[src/hdl/lds_pkg.sv]
// Purpose: shared constants and types for the led driver serial register bank
// Assumes: 24-bit configuration and fault words, 8 channel pairs
// Notes:   fault word pair flags are open (upper) then short (lower)
package lds_pkg;

	// word and field sizes
	localparam int unsigned CFG_W   = 24;
	localparam int unsigned PAIRS   = 8;
	localparam int unsigned CHANS   = 16;
	localparam int unsigned CRC_W   = 6;
	localparam int unsigned DATA_W  = CFG_W + CRC_W;

	// register offsets on the serial link
	localparam logic [0:0] CFG_OFS = 1'h0;
	localparam logic [0:0] FLT_OFS = 1'h1;

	// checksum divisor, full 7 bits and the part below the leading one
	localparam logic [6:0]       CRC_POLY     = 7'h43;
	localparam logic [CRC_W-1:0] CRC_POLY_LOW = CRC_POLY[CRC_W-1:0];

	// fault word bit positions
	localparam int unsigned FLT_OT_BIT   = 7;
	localparam int unsigned FLT_CONF_BIT = 6;
	localparam int unsigned FLT_PAIR_LSB = 8;

	// index of each synchronised pin in the input bundle
	localparam int unsigned SI_SCLK  = 0;
	localparam int unsigned SI_LCLK  = 1;
	localparam int unsigned SI_SDI   = 2;
	localparam int unsigned SI_CLRN  = 3;
	localparam int unsigned SI_EN    = 4;
	localparam int unsigned SI_PG    = 5;
	localparam int unsigned SI_G1N   = 6;
	localparam int unsigned SI_G2N   = 7;
	localparam int unsigned SI_OT    = 8;
	localparam int unsigned SI_OPEN  = 9;
	localparam int unsigned SI_SHORT = SI_OPEN + PAIRS;
	localparam int unsigned SI_W     = SI_SHORT + PAIRS;

	// configuration word: diag selects on top, channel switches below
	typedef struct packed {
		logic [PAIRS-1:0] pair_diag_select;
		logic [CHANS-1:0] channel_switch_on;
	} lds_cfg_s;

	localparam lds_cfg_s CFG_RESET = '0;

	// fault word as shifted out, msb first
	typedef struct packed {
		logic [PAIRS-1:0][1:0] pair_flags; // [1] open, [0] short
		logic                  overtemp_flag;
		logic                  conflict_flag;
		logic [CRC_W-1:0]      crc;
	} lds_fault_s;

	// whole state of the register bank
	typedef struct packed {
		logic [CFG_W-1:0] shift_chain;
		lds_cfg_s         storage;
		logic [CFG_W-1:0] out_chain;
		logic [PAIRS-1:0] open_flag;
		logic [PAIRS-1:0] short_flag;
		logic             overtemp_flag;
		logic             conflict_flag;
		logic [CHANS-1:0] chan_on;
		logic [PAIRS-1:0] diag_on;
		logic             readback;
		logic             fault_oe;
	} lds_state_s;

	localparam lds_state_s STATE_RESET = '0;

endpackage : lds_pkg

[src/hdl/lds_crc.sv]
// Purpose: 6-bit checksum remainder of the configuration word
// Assumes: word is held stable by the caller
// Notes:   purely combinational long division, msb first
`timescale 1ns/1ps
`default_nettype none
module lds_crc
	import lds_pkg::*;
(
	input  wire logic [lds_pkg::CFG_W-1:0] word_in, // configuration word
	output logic      [lds_pkg::CRC_W-1:0] crc_out  // remainder
);

	// feedback form over the word bits alone equals dividing word plus zeros
	always_comb begin
		logic [CRC_W-1:0] rem;
		logic [DATA_W-1:0] data;
		logic              fb;
		rem  = '0;
		data = {word_in, {CRC_W{1'b0}}};
		fb   = 1'b0;
		for (int i = DATA_W - 1; i >= CRC_W; i--) begin
			fb  = rem[CRC_W-1] ^ data[i];
			rem = {rem[CRC_W-2:0], 1'b0} ^ (fb ? CRC_POLY_LOW : '0); // see RL8
		end
		crc_out = rem;
	end

endmodule : lds_crc
`default_nettype wire

[src/hdl/lds_regs.sv]
// Purpose: serial configuration and fault readback of a 16-channel sink driver
// Assumes: shift and latch clocks far slower than clk_in, sampled as pins
// Notes:   every pin passes two flops; state updates a cycle after the edge
`timescale 1ns/1ps
`default_nettype none

// Contract
// RL1 - 24-bit word shifts in on shift rise, copied to storage on latch rise
// RL2 - first eight bits pick pair diagnostics, next sixteen switch channels
// RL3 - bits 23..16 each make a pair's second pin a diagnostics input
// RL4 - diag select plus second channel on: run as output, flag conflict
// RL5 - latch rise loads fault word, msb appears on readback line
// RL6 - each shift fall moves one more fault bit out, 24 in total
// RL7 - readback carries 6-bit checksum of the shift chain contents
// RL8 - checksum is remainder of word plus six zeros divided by 0x43
// RL9 - host divides word plus checksum, zero remainder means good link
// RL10 - checksum work never alters shift or storage configuration
// RL11 - clear input low resets every register to default
// RL12 - host should pulse clear at power-up or initialisation
// RL13 - each group gate low lets stored values reach its eight channels
// RL14 - supply rising past power-on threshold starts from defaults
// RL15 - enable high enters standby with all registers at default
// RL16 - read-to-clear flags drop after readout once cause is gone
// RL17 - bits 15..0 each switch one channel's low-side switch on
// RL18 - any flag set pulls the open-drain fault pin low
// RL19 - host clears conflict by fixing configuration then reading faults
// RL20 - one 24-clock train writes configuration and reads faults together
// RL21 - checksum in bits 5..0, thermal at bit 7, conflict at bit 6
module lds_regs
	import lds_pkg::*;
(
	input  wire logic                  clk_in,                // 100 MHz clock
	input  wire logic                  rst_in,                // sync reset, high
	input  wire logic                  shift_clock_in,        // shift clock pin
	input  wire logic                  latch_clock_in,        // latch clock pin
	input  wire logic                  serial_data_in,        // serial data pin
	input  wire logic                  register_clear_n_in,   // clear, low
	input  wire logic                  standby_in,            // enable pin, high=standby
	input  wire logic                  supply_ok_in,          // above power-on level
	input  wire logic                  low_group_gate_n_in,   // gate ch 0..7, low
	input  wire logic                  high_group_gate_n_in,  // gate ch 8..15, low
	input  wire logic                  overtemp_in,           // thermal sensor
	input  wire logic [PAIRS-1:0]      open_detect_in,        // open comparators
	input  wire logic [PAIRS-1:0]      short_detect_in,       // short comparators
	output logic      [CHANS-1:0]      channel_switch_on_out, // switch drive
	output logic      [PAIRS-1:0]      pair_diag_select_out,  // pair in diag mode
	output logic                       readback_line_out,     // serial out pin
	output logic                       fault_pin_out,         // fault pin level
	output logic                       fault_pin_oe_out       // fault pin drive
);

	lds_state_s      st_q;
	lds_state_s      st_d;
	logic [SI_W-1:0] raw;
	logic [SI_W-1:0] lvl;
	logic [SI_W-1:0] rise;
	logic [SI_W-1:0] fall;
	logic [CRC_W-1:0] crc;
	logic             sclk_rise;
	logic             sclk_fall;
	logic             lclk_rise;
	logic             clear_all;
	logic [PAIRS-1:0] conflict_vec;
	logic [PAIRS-1:0] diag_eff;
	lds_fault_s       fault_word;

	// bundle every pin for the synchroniser
	assign raw = {short_detect_in, open_detect_in, overtemp_in,
		high_group_gate_n_in, low_group_gate_n_in, supply_ok_in,
		standby_in, register_clear_n_in, serial_data_in,
		latch_clock_in, shift_clock_in};

	lds_sync #(
		.W (SI_W)
	) u_sync (
		.clk_in    (clk_in),
		.rst_in    (rst_in),
		.async_in  (raw),
		.level_out (lvl),
		.rise_out  (rise),
		.fall_out  (fall)
	);

	assign sclk_fall = fall[SI_SCLK];
	assign sclk_rise = rise[SI_SCLK];
	assign lclk_rise = rise[SI_LCLK];

	// checksum of what sits in the shift chain, read only
	lds_crc u_crc (
		.word_in (st_q.shift_chain),
		.crc_out (crc)  // see RL7 RL10
	);

	// clear, power-on and standby all force defaults
	assign clear_all = ~lvl[SI_CLRN] | lvl[SI_EN] | ~lvl[SI_PG]; // see RL11 RL14 RL15

	// pair decode of the stored configuration
	always_comb begin
		for (int p = 0; p < PAIRS; p++) begin
			conflict_vec[p] = st_q.storage.pair_diag_select[p]
				& st_q.storage.channel_switch_on[2*p+1]; // see RL4
			diag_eff[p] = st_q.storage.pair_diag_select[p]
				& ~st_q.storage.channel_switch_on[2*p+1]; // see RL3
		end
	end

	// fault word as loaded at the latch edge
	always_comb begin
		fault_word = '0;
		for (int p = 0; p < PAIRS; p++) begin
			fault_word.pair_flags[p] = {st_q.open_flag[p], st_q.short_flag[p]};
		end
		fault_word.overtemp_flag = st_q.overtemp_flag; // see RL21
		fault_word.conflict_flag = st_q.conflict_flag; // see RL21
		fault_word.crc           = crc;                // see RL21
	end

	// next state of the whole bank
	always_comb begin
		logic cond;
		st_d = st_q;
		cond = 1'b0;
		// serial in, first bit ends at the msb
		if (sclk_rise) begin
			st_d.shift_chain = {st_q.shift_chain[CFG_W-2:0], lvl[SI_SDI]}; // see RL1 RL2
		end
		if (lclk_rise) begin
			st_d.storage = lds_cfg_s'(st_q.shift_chain); // see RL1
		end
		// serial out: load wins over a shift in the same cycle
		if (lclk_rise) begin
			st_d.out_chain = fault_word; // see RL5
		end else if (sclk_fall) begin
			st_d.out_chain = {st_q.out_chain[CFG_W-2:0], 1'b0}; // see RL6 RL20
		end
		// sticky flags, set beats the read clear
		for (int p = 0; p < PAIRS; p++) begin
			cond = lvl[SI_OPEN+p] & diag_eff[p]
				& st_q.storage.channel_switch_on[2*p];
			st_d.open_flag[p] = cond | (st_q.open_flag[p] & ~lclk_rise); // see RL16
			cond = lvl[SI_SHORT+p] & diag_eff[p]
				& st_q.storage.channel_switch_on[2*p];
			st_d.short_flag[p] = cond | (st_q.short_flag[p] & ~lclk_rise); // see RL16
		end
		st_d.overtemp_flag = lvl[SI_OT]
			| (st_q.overtemp_flag & ~lclk_rise); // see RL16
		st_d.conflict_flag = (|conflict_vec)
			| (st_q.conflict_flag & ~lclk_rise); // see RL4 RL16
		// channel drive, gated per group, off while overheated
		for (int c = 0; c < CHANS; c++) begin
			st_d.chan_on[c] = st_q.storage.channel_switch_on[c]
				& ~st_q.overtemp_flag
				& ~(c < CHANS/2 ? lvl[SI_G1N] : lvl[SI_G2N]); // see RL13 RL17
		end
		st_d.diag_on  = diag_eff;
		st_d.readback = st_d.out_chain[CFG_W-1]; // see RL5
		st_d.fault_oe = |{st_d.open_flag, st_d.short_flag,
			st_d.overtemp_flag, st_d.conflict_flag}; // see RL18
		if (clear_all) begin
			st_d = STATE_RESET; // see RL11 RL14 RL15
		end
	end

	// one register for the whole bank
	always_ff @(posedge clk_in) begin
		if (rst_in) begin
			st_q <= STATE_RESET;
		end else begin
			st_q <= st_d;
		end
	end

	// outputs straight from the state register, fault pin level tied low
	assign channel_switch_on_out = st_q.chan_on;
	assign pair_diag_select_out  = st_q.diag_on;
	assign readback_line_out     = st_q.readback;
	assign fault_pin_out         = 1'b0;
	assign fault_pin_oe_out      = st_q.fault_oe;

	// checks
	property p_store;
		@(posedge clk_in) disable iff (rst_in)
		lclk_rise && !clear_all |=> st_q.storage == $past(st_q.shift_chain);
	endproperty
	a_store: assert property (p_store) else $error("storage missed chain"); // see RL1

	property p_msb;
		@(posedge clk_in) disable iff (rst_in)
		lclk_rise && !clear_all |=> readback_line_out == $past(fault_word[CFG_W-1]);
	endproperty
	a_msb: assert property (p_msb) else $error("fault msb not presented"); // see RL5

	property p_shift_out;
		@(posedge clk_in) disable iff (rst_in)
		sclk_fall && !lclk_rise && !clear_all
		|=> readback_line_out == $past(st_q.out_chain[CFG_W-2]);
	endproperty
	a_shift_out: assert property (p_shift_out) else $error("bad shift out"); // see RL6

	property p_conflict;
		@(posedge clk_in) disable iff (rst_in)
		(|conflict_vec) && !clear_all |=> st_q.conflict_flag && fault_pin_oe_out;
	endproperty
	a_conflict: assert property (p_conflict) else $error("conflict missed"); // see RL4

	property p_clear;
		@(posedge clk_in) disable iff (rst_in)
		clear_all |=> st_q == STATE_RESET;
	endproperty
	a_clear: assert property (p_clear) else $error("clear incomplete"); // see RL11

	property p_pin_free;
		@(posedge clk_in) disable iff (rst_in)
		!(|{st_q.open_flag, st_q.short_flag, st_q.overtemp_flag,
			st_q.conflict_flag}) |-> !fault_pin_oe_out;
	endproperty
	a_pin_free: assert property (p_pin_free) else $error("fault pin stuck"); // see RL18

	property p_gate;
		@(posedge clk_in) disable iff (rst_in)
		lvl[SI_G1N] |=> channel_switch_on_out[CHANS/2-1:0] == '0;
	endproperty
	a_gate: assert property (p_gate) else $error("low group not gated"); // see RL13

	property p_cfg_hold;
		@(posedge clk_in) disable iff (rst_in)
		!lclk_rise && !clear_all |=> $stable(st_q.storage);
	endproperty
	a_cfg_hold: assert property (p_cfg_hold) else $error("storage changed"); // see RL10

	property p_read_clear;
		@(posedge clk_in) disable iff (rst_in)
		lclk_rise && !lvl[SI_OT] && !clear_all |=> !st_q.overtemp_flag;
	endproperty
	a_read_clear: assert property (p_read_clear) else $error("flag kept"); // see RL16

	property p_shift_in;
		@(posedge clk_in) disable iff (rst_in)
		sclk_rise && !clear_all
		|=> st_q.shift_chain == {$past(st_q.shift_chain[CFG_W-2:0]),
			$past(lvl[SI_SDI])};
	endproperty
	a_shift_in: assert property (p_shift_in) // see RL1
		else $error("shift chain did not take data bit");

	property p_hi_gate;
		@(posedge clk_in) disable iff (rst_in)
		lvl[SI_G2N] |=> channel_switch_on_out[CHANS-1:CHANS/2] == '0;
	endproperty
	a_hi_gate: assert property (p_hi_gate) // see RL13
		else $error("high group not gated");

	property p_chan_on;
		@(posedge clk_in) disable iff (rst_in)
		!clear_all && !lvl[SI_G1N] && !st_q.overtemp_flag
		|=> channel_switch_on_out[CHANS/2-1:0]
			== $past(st_q.storage.channel_switch_on[CHANS/2-1:0]);
	endproperty
	a_chan_on: assert property (p_chan_on) // see RL17
		else $error("low group does not follow storage");

	property p_diag_on;
		@(posedge clk_in) disable iff (rst_in)
		st_q.storage.pair_diag_select[1] && !st_q.storage.channel_switch_on[3]
			&& !clear_all |=> pair_diag_select_out[1];
	endproperty
	a_diag_on: assert property (p_diag_on) // see RL3
		else $error("pair not in diagnostics");

	property p_conf_plain;
		@(posedge clk_in) disable iff (rst_in)
		st_q.storage.pair_diag_select[0] && st_q.storage.channel_switch_on[1]
			&& !clear_all |=> !pair_diag_select_out[0];
	endproperty
	a_conf_plain: assert property (p_conf_plain) // see RL4
		else $error("conflicting pair kept diagnostics");

	property p_rc_open;
		@(posedge clk_in) disable iff (rst_in)
		lclk_rise && !clear_all && (lvl[SI_OPEN +: PAIRS] == '0)
		|=> st_q.open_flag == '0;
	endproperty
	a_rc_open: assert property (p_rc_open) // see RL16
		else $error("open flag kept after readout");

	property p_rc_short;
		@(posedge clk_in) disable iff (rst_in)
		lclk_rise && !clear_all && (lvl[SI_SHORT +: PAIRS] == '0)
		|=> st_q.short_flag == '0;
	endproperty
	a_rc_short: assert property (p_rc_short) // see RL16
		else $error("short flag kept after readout");

	property p_word_fields;
		@(posedge clk_in) disable iff (rst_in)
		lclk_rise && !clear_all
		|=> st_q.out_chain[FLT_OT_BIT] == $past(st_q.overtemp_flag)
			&& st_q.out_chain[FLT_CONF_BIT] == $past(st_q.conflict_flag)
			&& st_q.out_chain[CRC_W-1:0] == $past(crc);
	endproperty
	a_word_fields: assert property (p_word_fields) // see RL21
		else $error("fault word fields misplaced");

	property p_fault_pin;
		@(posedge clk_in) disable iff (rst_in)
		|{st_q.open_flag, st_q.short_flag, st_q.overtemp_flag,
			st_q.conflict_flag} |-> fault_pin_oe_out;
	endproperty
	a_fault_pin: assert property (p_fault_pin) // see RL18
		else $error("fault pin not pulled");

	c_latch:    cover property (@(posedge clk_in) lclk_rise ##[1:200] sclk_fall);
	c_conflict: cover property (@(posedge clk_in) st_q.conflict_flag);
	c_diag:     cover property (@(posedge clk_in) |st_q.diag_on);
	c_pin:      cover property (@(posedge clk_in) fault_pin_oe_out);
	c_hot:      cover property (@(posedge clk_in) st_q.overtemp_flag);

endmodule : lds_regs
`default_nettype wire

[src/hdl/lds_sync.sv]
// Purpose: two-flop synchroniser bank with edge detection
// Assumes: all inputs asynchronous to clk_in
// Notes:   edges come from the second and third stage only
`timescale 1ns/1ps
`default_nettype none
module lds_sync #(
	parameter int unsigned W = 1
) (
	input  wire logic         clk_in,   // system clock
	input  wire logic         rst_in,   // sync reset, high
	input  wire logic [W-1:0] async_in, // raw pins
	output logic      [W-1:0] level_out, // synchronised level
	output logic      [W-1:0] rise_out,  // one-cycle rising pulse
	output logic      [W-1:0] fall_out   // one-cycle falling pulse
);

	// stage 0 is metastable, only stage 1 reads it
	logic [2:0][W-1:0] stage_q;
	logic [2:0][W-1:0] stage_d;

	// shift the pin through three stages
	always_comb begin
		stage_d = {stage_q[1], stage_q[0], async_in};
	end

	always_ff @(posedge clk_in) begin
		if (rst_in) begin
			stage_q <= '0;
		end else begin
			stage_q <= stage_d;
		end
	end

	// edges from settled stages
	assign level_out = stage_q[1];
	assign rise_out  = stage_q[1] & ~stage_q[2];
	assign fall_out  = ~stage_q[1] & stage_q[2];

endmodule : lds_sync
`default_nettype wire

[config.mk]
export PLATFORM = sky130hd
export DESIGN_NAME = lds_regs
export DESIGN_NICKNAME = d
export VERILOG_FILES = /design/src/hdl/lds_pkg.sv /design/src/hdl/lds_crc.sv /design/src/hdl/lds_regs.sv /design/src/hdl/lds_sync.sv
export SDC_FILE = /design/constraint.sdc
export NUM_CORES = 1
export LEC_CHECK = 0
export ABC_AREA = 1
export BUFFER_PORTS_ARGS = -buffer_cell sky130_fd_sc_hd__buf_4
export CAP_MARGIN = 15
export CORE_MARGIN = 4
export CORE_UTILIZATION = 59
export CTS_CLUSTER_DIAMETER = 200
export DETAILED_ROUTE_END_ITERATION = 8
export GPL_TIMING_DRIVEN = 0
export PLACE_DENSITY = 0.88
export SLEW_MARGIN = 40
export SYNTH_ARGS = -nofsm -noshare
export SYNTH_HDL_FRONTEND = slang
export SYNTH_SLANG_ARGS = --single-unit
export TNS_END_PERCENT = 20
[constraint.sdc]
create_clock -name clk_in -period 2.3 [get_ports clk_in]
set_input_delay 0.46 -clock clk_in [delete_from_list [all_inputs] [get_ports clk_in]]
set_output_delay 0.46 -clock clk_in [all_outputs]
set_load 0.05 [all_outputs]
# Word level (Yosys, flattened, before mapping)
# Cells that the tools add are included.
# op_classes
reduce_logical,4
muxes,26
bitwise,182
# op_table
cell,count
XOR 6 bit,22
bitwise AND 1 bit,99
two-way mux 2 bit,24
two-way mux 24 bit,2
XOR 1 bit,22
bitwise OR 1 bit,20
OR reduction 18 bit,1
inverter 1 bit,15
OR reduction 8 bit,1
XOR 6 x 2 -> 6 bit,1
bitwise AND 2 bit,1
inverter 2 bit,1
nonzero test 2 bit,1
OR reduction 2 bit,1
XOR 1 bit (first input constant),1
# word_totals
ff_bits,167
out_inout_bits,27
wordCells,227

# Depth between registers and ports, before layout
# depth
depth_word,70
ltp_mapped,18

# By module
# A second synthesis with hierarchy kept.
# unflattened
cells_unflattened,1095
hier_area_um2,7841.3
# modules_own_cells
mod,instances,area_each_um2,seq_area_each_um2,cells_per_inst
lds_regs,1,4403.0,2302.2,579
lds_sync,1,2607.5,1501.4,333
lds_crc,1,830.8,0.0,183

# Least setup slack after synthesis
# Ideal clock, no wire load.
# synth_path
path_kind,input port to flip-flop
startpoint,in rst_in
endpoint,"reg st_q, in the netlist fault_word[11]"
setup_time_ns,0.128
t_required_ns,2.172
setup_slack_ns,0.579
arrival_time_ns,1.593
cell_stages,7
cell_sequence,clkbuf_1 -> nor2_1 -> and3_1 -> inv_2 -> clkbuf_1 -> buf_1 -> nor2_1
# synth_via
elab_chain_len,1
# synth_rtl
item,line_no,source
start: declaration,lds_regs.sv:33,"input wire logic rst_in,"
OR reduction 2 bit (no line),--,
end signal: assignment,lds_regs.sv:169,st_q <= st_d;
end: declaration,lds_regs.sv:52,lds_state_s st_q;
# No other way between the ends.
# A chain may end at the register's enable or synchronous reset.

# Worst setup path in the final report
# layout_path
startpoint,"reg u_sync.stage_q, in the netlist u_sync.level_out[1]"
endpoint,reg st_q[65] (netlist name)
# layout_via
elab_chain_len,2
word_cells_on_any_way,3
cone_classes,mux: 1; bitwise: 1; reduce/logical: 1
# layout_rtl
item,line_no,source
start: declaration,lds_sync.sv:18,logic [2:0][W-1:0] stage_q;
start signal: assignment,lds_sync.sv:30,stage_q <= stage_d;
bitwise AND 2 bit (*),lds_sync.sv:36,assign rise_out = stage_q[1] & ~stage_q[2];
two-way mux 24 bit / nonzero test 2 bit (equally long branches),--,
# Mark *: on every way between the ends. The rest lies on a longest branch, timed or not.

==> key figures <==
Run status
  • Status: finished clean

Worst setup path
  • CP arrival: between 2 and 3 ns
  • Critical path class: register to register
  • Critical path startpoint category: register
  • Worst Path Required: 2.76 ns
  • Crit Path Max Fanout: 10
  • Setup crit end kind: register

Clocking
  • H-tree Lvls: 4
  • Clock Latency Late Sink: around 0.54 ns
  • CTS tree: done
  • Clk slew on worst S/H paths: 0.07 ns
  • Post-CTS Setup Bufs: 0
  • CTS Hold Bufs: 0
  • Cts bufs inserted: 17
  • Clock Root Buffer: clkbuf_8
  • Clock Sinks: about 170
  • Maximum root-to-sink buffer count: 2

Yosys
  • Synth Warn #: 0
  • Mapped Cells: between 800 and 900
  • Syn Nets: 873
  • Main combinational cell family by area after synthesis: simple AND/OR/NAND/NOR gates
  • Avg Cell Area, Syn: 7.66 sq um
  • Register area share after synthesis: between 50% and 60%
  • Unique masters post-synth: 35
  • Post-Synth Adder-Cell Area: 0%
  • Compound-Gate Fraction of Synth Area: between 10% and 20%
  • Mux cell area share after synthesis: 0%
  • Cell area after synthesis: ~0.0065 sq mm
  • Post-Synth Simple-Gate Area: roughly 22%
  • Yosys reg bits: around 170
  • Post-synthesis xor/xnor area fraction: less than 1%

Die
  • Starting density of the core: roughly 62%
  • I/O pin count: 54
  • Core area: approximately 0.011 sq mm
  • Die width: ~110 um
  • Die area: ~0.013 sq mm
  • Row Count: 37
  • Die Height: between 100 and 150 um

Finish
  • P&R area growth vs syn: 17.6%
  • Ant. Diodes: 0
  • Final cell count without fillers: roughly 1100
  • Reg area: ~0.0033 sq mm
  • Post-layout net count: 943
  • Commonest cells after routing, fill and taps aside: 167 x dfxtp_1, 126 x nand2_1, 124 x nor2_1, 100 x inv_1, 76 x buf_4
  • Fillers: 752
  • Footprint of the multi-input gates: approximately 0.0024 sq mm
  • Most common cell after layout, fill and taps aside: dfxtp_1
  • Final core occ: between 70 and 80%
  • Layout cells sized above 1: between 15 and 20%

Timing
  • Setup WS post-layout: roughly 0.17 ns
  • Final hold vios: 0
  • Worst-margin pin slew: about 0.6 ns
  • Max frequency: ~470 MHz
  • Final Cycle Share: about 93%
  • Relative slew slack: about 61%
  • Clock skew: between 0.007 and 0.008 ns
  • Unrepaired setup endpoints after global routing: no
  • Crit path time final: roughly 2.1 ns
  • Final hold slack: around 0.11 ns
  • Final setup TNS: 0 ns
  • Final slew viol count: 0
  • Final setup viols: 0

Drt
  • DR vias/cell: 5.44
  • DR iter-0 viols: around 620
  • Detail Route Antenna Nets: 0
  • 1st-pass router iterations: 6
  • DR vias: 5787
  • Routed len/inst: roughly 15 um
  • Residual DRC: 0
  • Final wirelength: ~16000 um

Placed design
  • IO Port Bufs: 51
  • Dpl ws: approximately 0.069 ns
  • Final GP Congestion: approximately 0.9
  • Final HPWL from detailed placement: between 10000 and 15000 um
  • Post-placement cell count: ~1000

Pwr
  • PD cells: approximately 780 mW/mm^2
  • Comb power frac: roughly 3.2%
  • Max IR drop VDD: 0.000686 V
  • Int Pwr: between 4 and 5 mW
  • Clock share of power: between 40% and 50%
  • P_leak: between 3 and 4 nW
  • Sw frac: 21.5%
  • Switching power of the nets: around 1.3 mW
  • Reg power frac: between 40% and 50%

Global routing
  • Total gr overflow: 0
  • Gr usage total: a little over a quarter
  • Global-route wire length before repair: 26100 um
  • Number of global-route vias before repair: 5437
  • Initial antenna violation count: 0
  • Largest net degree at the start of global routing: 17

Worst hold path
  • Worst hold path type: input pin to register

Job
  • MaxCap Viol Count: 0
-- per-stage QoR --
| stage | power, mW | area (sq um) |
|---|---|---|
| after floorplan | 3.12 | 6480 |
| after global placement | 3.19 | 7030 |
| after detailed placement | 3.20 | 7030 |
| after CTS | 5.95 | 7610 |
| after global routing | 6.11 | 7620 |
| final | 5.95 | 7620 |
-- power by group through the flow --
stage / logic [mW] / registers, mW / clock network, mW
after detailed placement: 0.185 / 3.01 / 0
after floorplan: 0.115 / 3.01 / 0
after global routing: 0.212 / 2.95 / 2.95
final: 0.190 / 2.95 / 2.81
after global placement: 0.179 / 3.01 / 0
after CTS: 0.188 / 2.95 / 2.82
-- final timing paths --
check | start | end | slack [ns] | cells past startpoint
hold reg to reg | u_sync.stage_d[37] | u_sync.level_out[12] | 0.40 | 2
setup reg to reg | u_sync.level_out[1] | st_q[65] | 0.17 | 9
hold / removal | short_detect_in[4] | u_sync.stage_d[46] | 0.11 | 3
setup / recovery | u_sync.level_out[1] | st_q[65] | 0.17 | 9
-- sequential cells by signal (all words and copies together), names as in the netlist --
register	flops
channel_switch_on_out	16
fault_pin_oe_out	1
fault_word	18
pair_diag_select_out	8
st_q	72
u_sync.level_out	25
u_sync.stage_d	25
u_sync.stage_q	2
-- final cells by class --
type	instances	area share, %
tap	136	2.23
inverter	108	5.32
sequential	167	43.9
clock inverter	11	1.99
timing repair buffer	51	5.02
multi-input combinational	506	31.4
buffer	65	4.45
clock buffer	19	5.67
-- critical path, cell delays in order (launching register included) --
cell and delay [ns]:
dfxtp_1 0.30, inv_1 0.12, nor2_4 0.08, inv_2 0.18, nand2_1 0.16, inv_1 0.13, clkbuf_1 0.36, clkbuf_1 0.40
nand2_1 0.14, a31oi_1 0.17
-- timing repair --
item,4_1_cts,5_1_grt
endpoints found under the setup margin,0,1
resized for setup,0,1
hold endpoints to repair,0,0
-- per-layer routing --
layer	GRT usage, %	vias to the layer above	part of all wire (%)
met5	0	-	0
met4	13.1	0	4.0
met3	6.90	66	9.2
met2	41.9	333	46
met1	32.7	2573	40
li1	-	2815	-
-- synth_stat cells --
library cell | n | area (sq um)
o21ai_0 | 65 | 325
dfxtp_1 | 167 | 3340
or2_2 | 2 | 12.5
inv_2 | 8 | 30.0
clkbuf_1 | 33 | 124
nand2_2 | 17 | 106
xnor2_2 | 1 | 16.3
nand3_1 | 41 | 205
nand3b_1 | 1 | 7.51
xor2_1 | 1 | 8.76
buf_4 | 25 | 188
a31oi_1 | 1 | 6.26
o22ai_1 | 2 | 12.5
a21oi_2 | 2 | 17.5
nand2_1 | 126 | 473
buf_1 | 6 | 22.5
nor2_2 | 1 | 6.26
nor2_1 | 124 | 465
buf_2 | 1 | 5.00
a21oi_1 | 71 | 355
nand3_2 | 2 | 20.0
inv_1 | 100 | 375
nand2_4 | 1 | 11.3
o211ai_1 | 1 | 7.51
o2111ai_1 | 1 | 8.76
a32oi_1 | 16 | 140
and3_1 | 1 | 6.26
nor4_1 | 1 | 6.26
a211oi_2 | 1 | 12.5
nand4_1 | 5 | 31.3
nor3b_1 | 1 | 7.51
xnor2_1 | 4 | 35.0
conb_1 | 1 | 3.75
a22oi_1 | 1 | 7.51
nor3_1 | 15 | 75.1
-- logic make-up (layout without fill, tap and decap cells) --
family / count (synthesis) / count (layout)
simple gates: 338 / 338
compound gates: 161 / 161
flops: 167 / 167
buf+inv: 173 / 254
other cells: 1 / 1
xor+xnor: 6 / 6
Note: power is estimated with default switching activity, not from simulation.
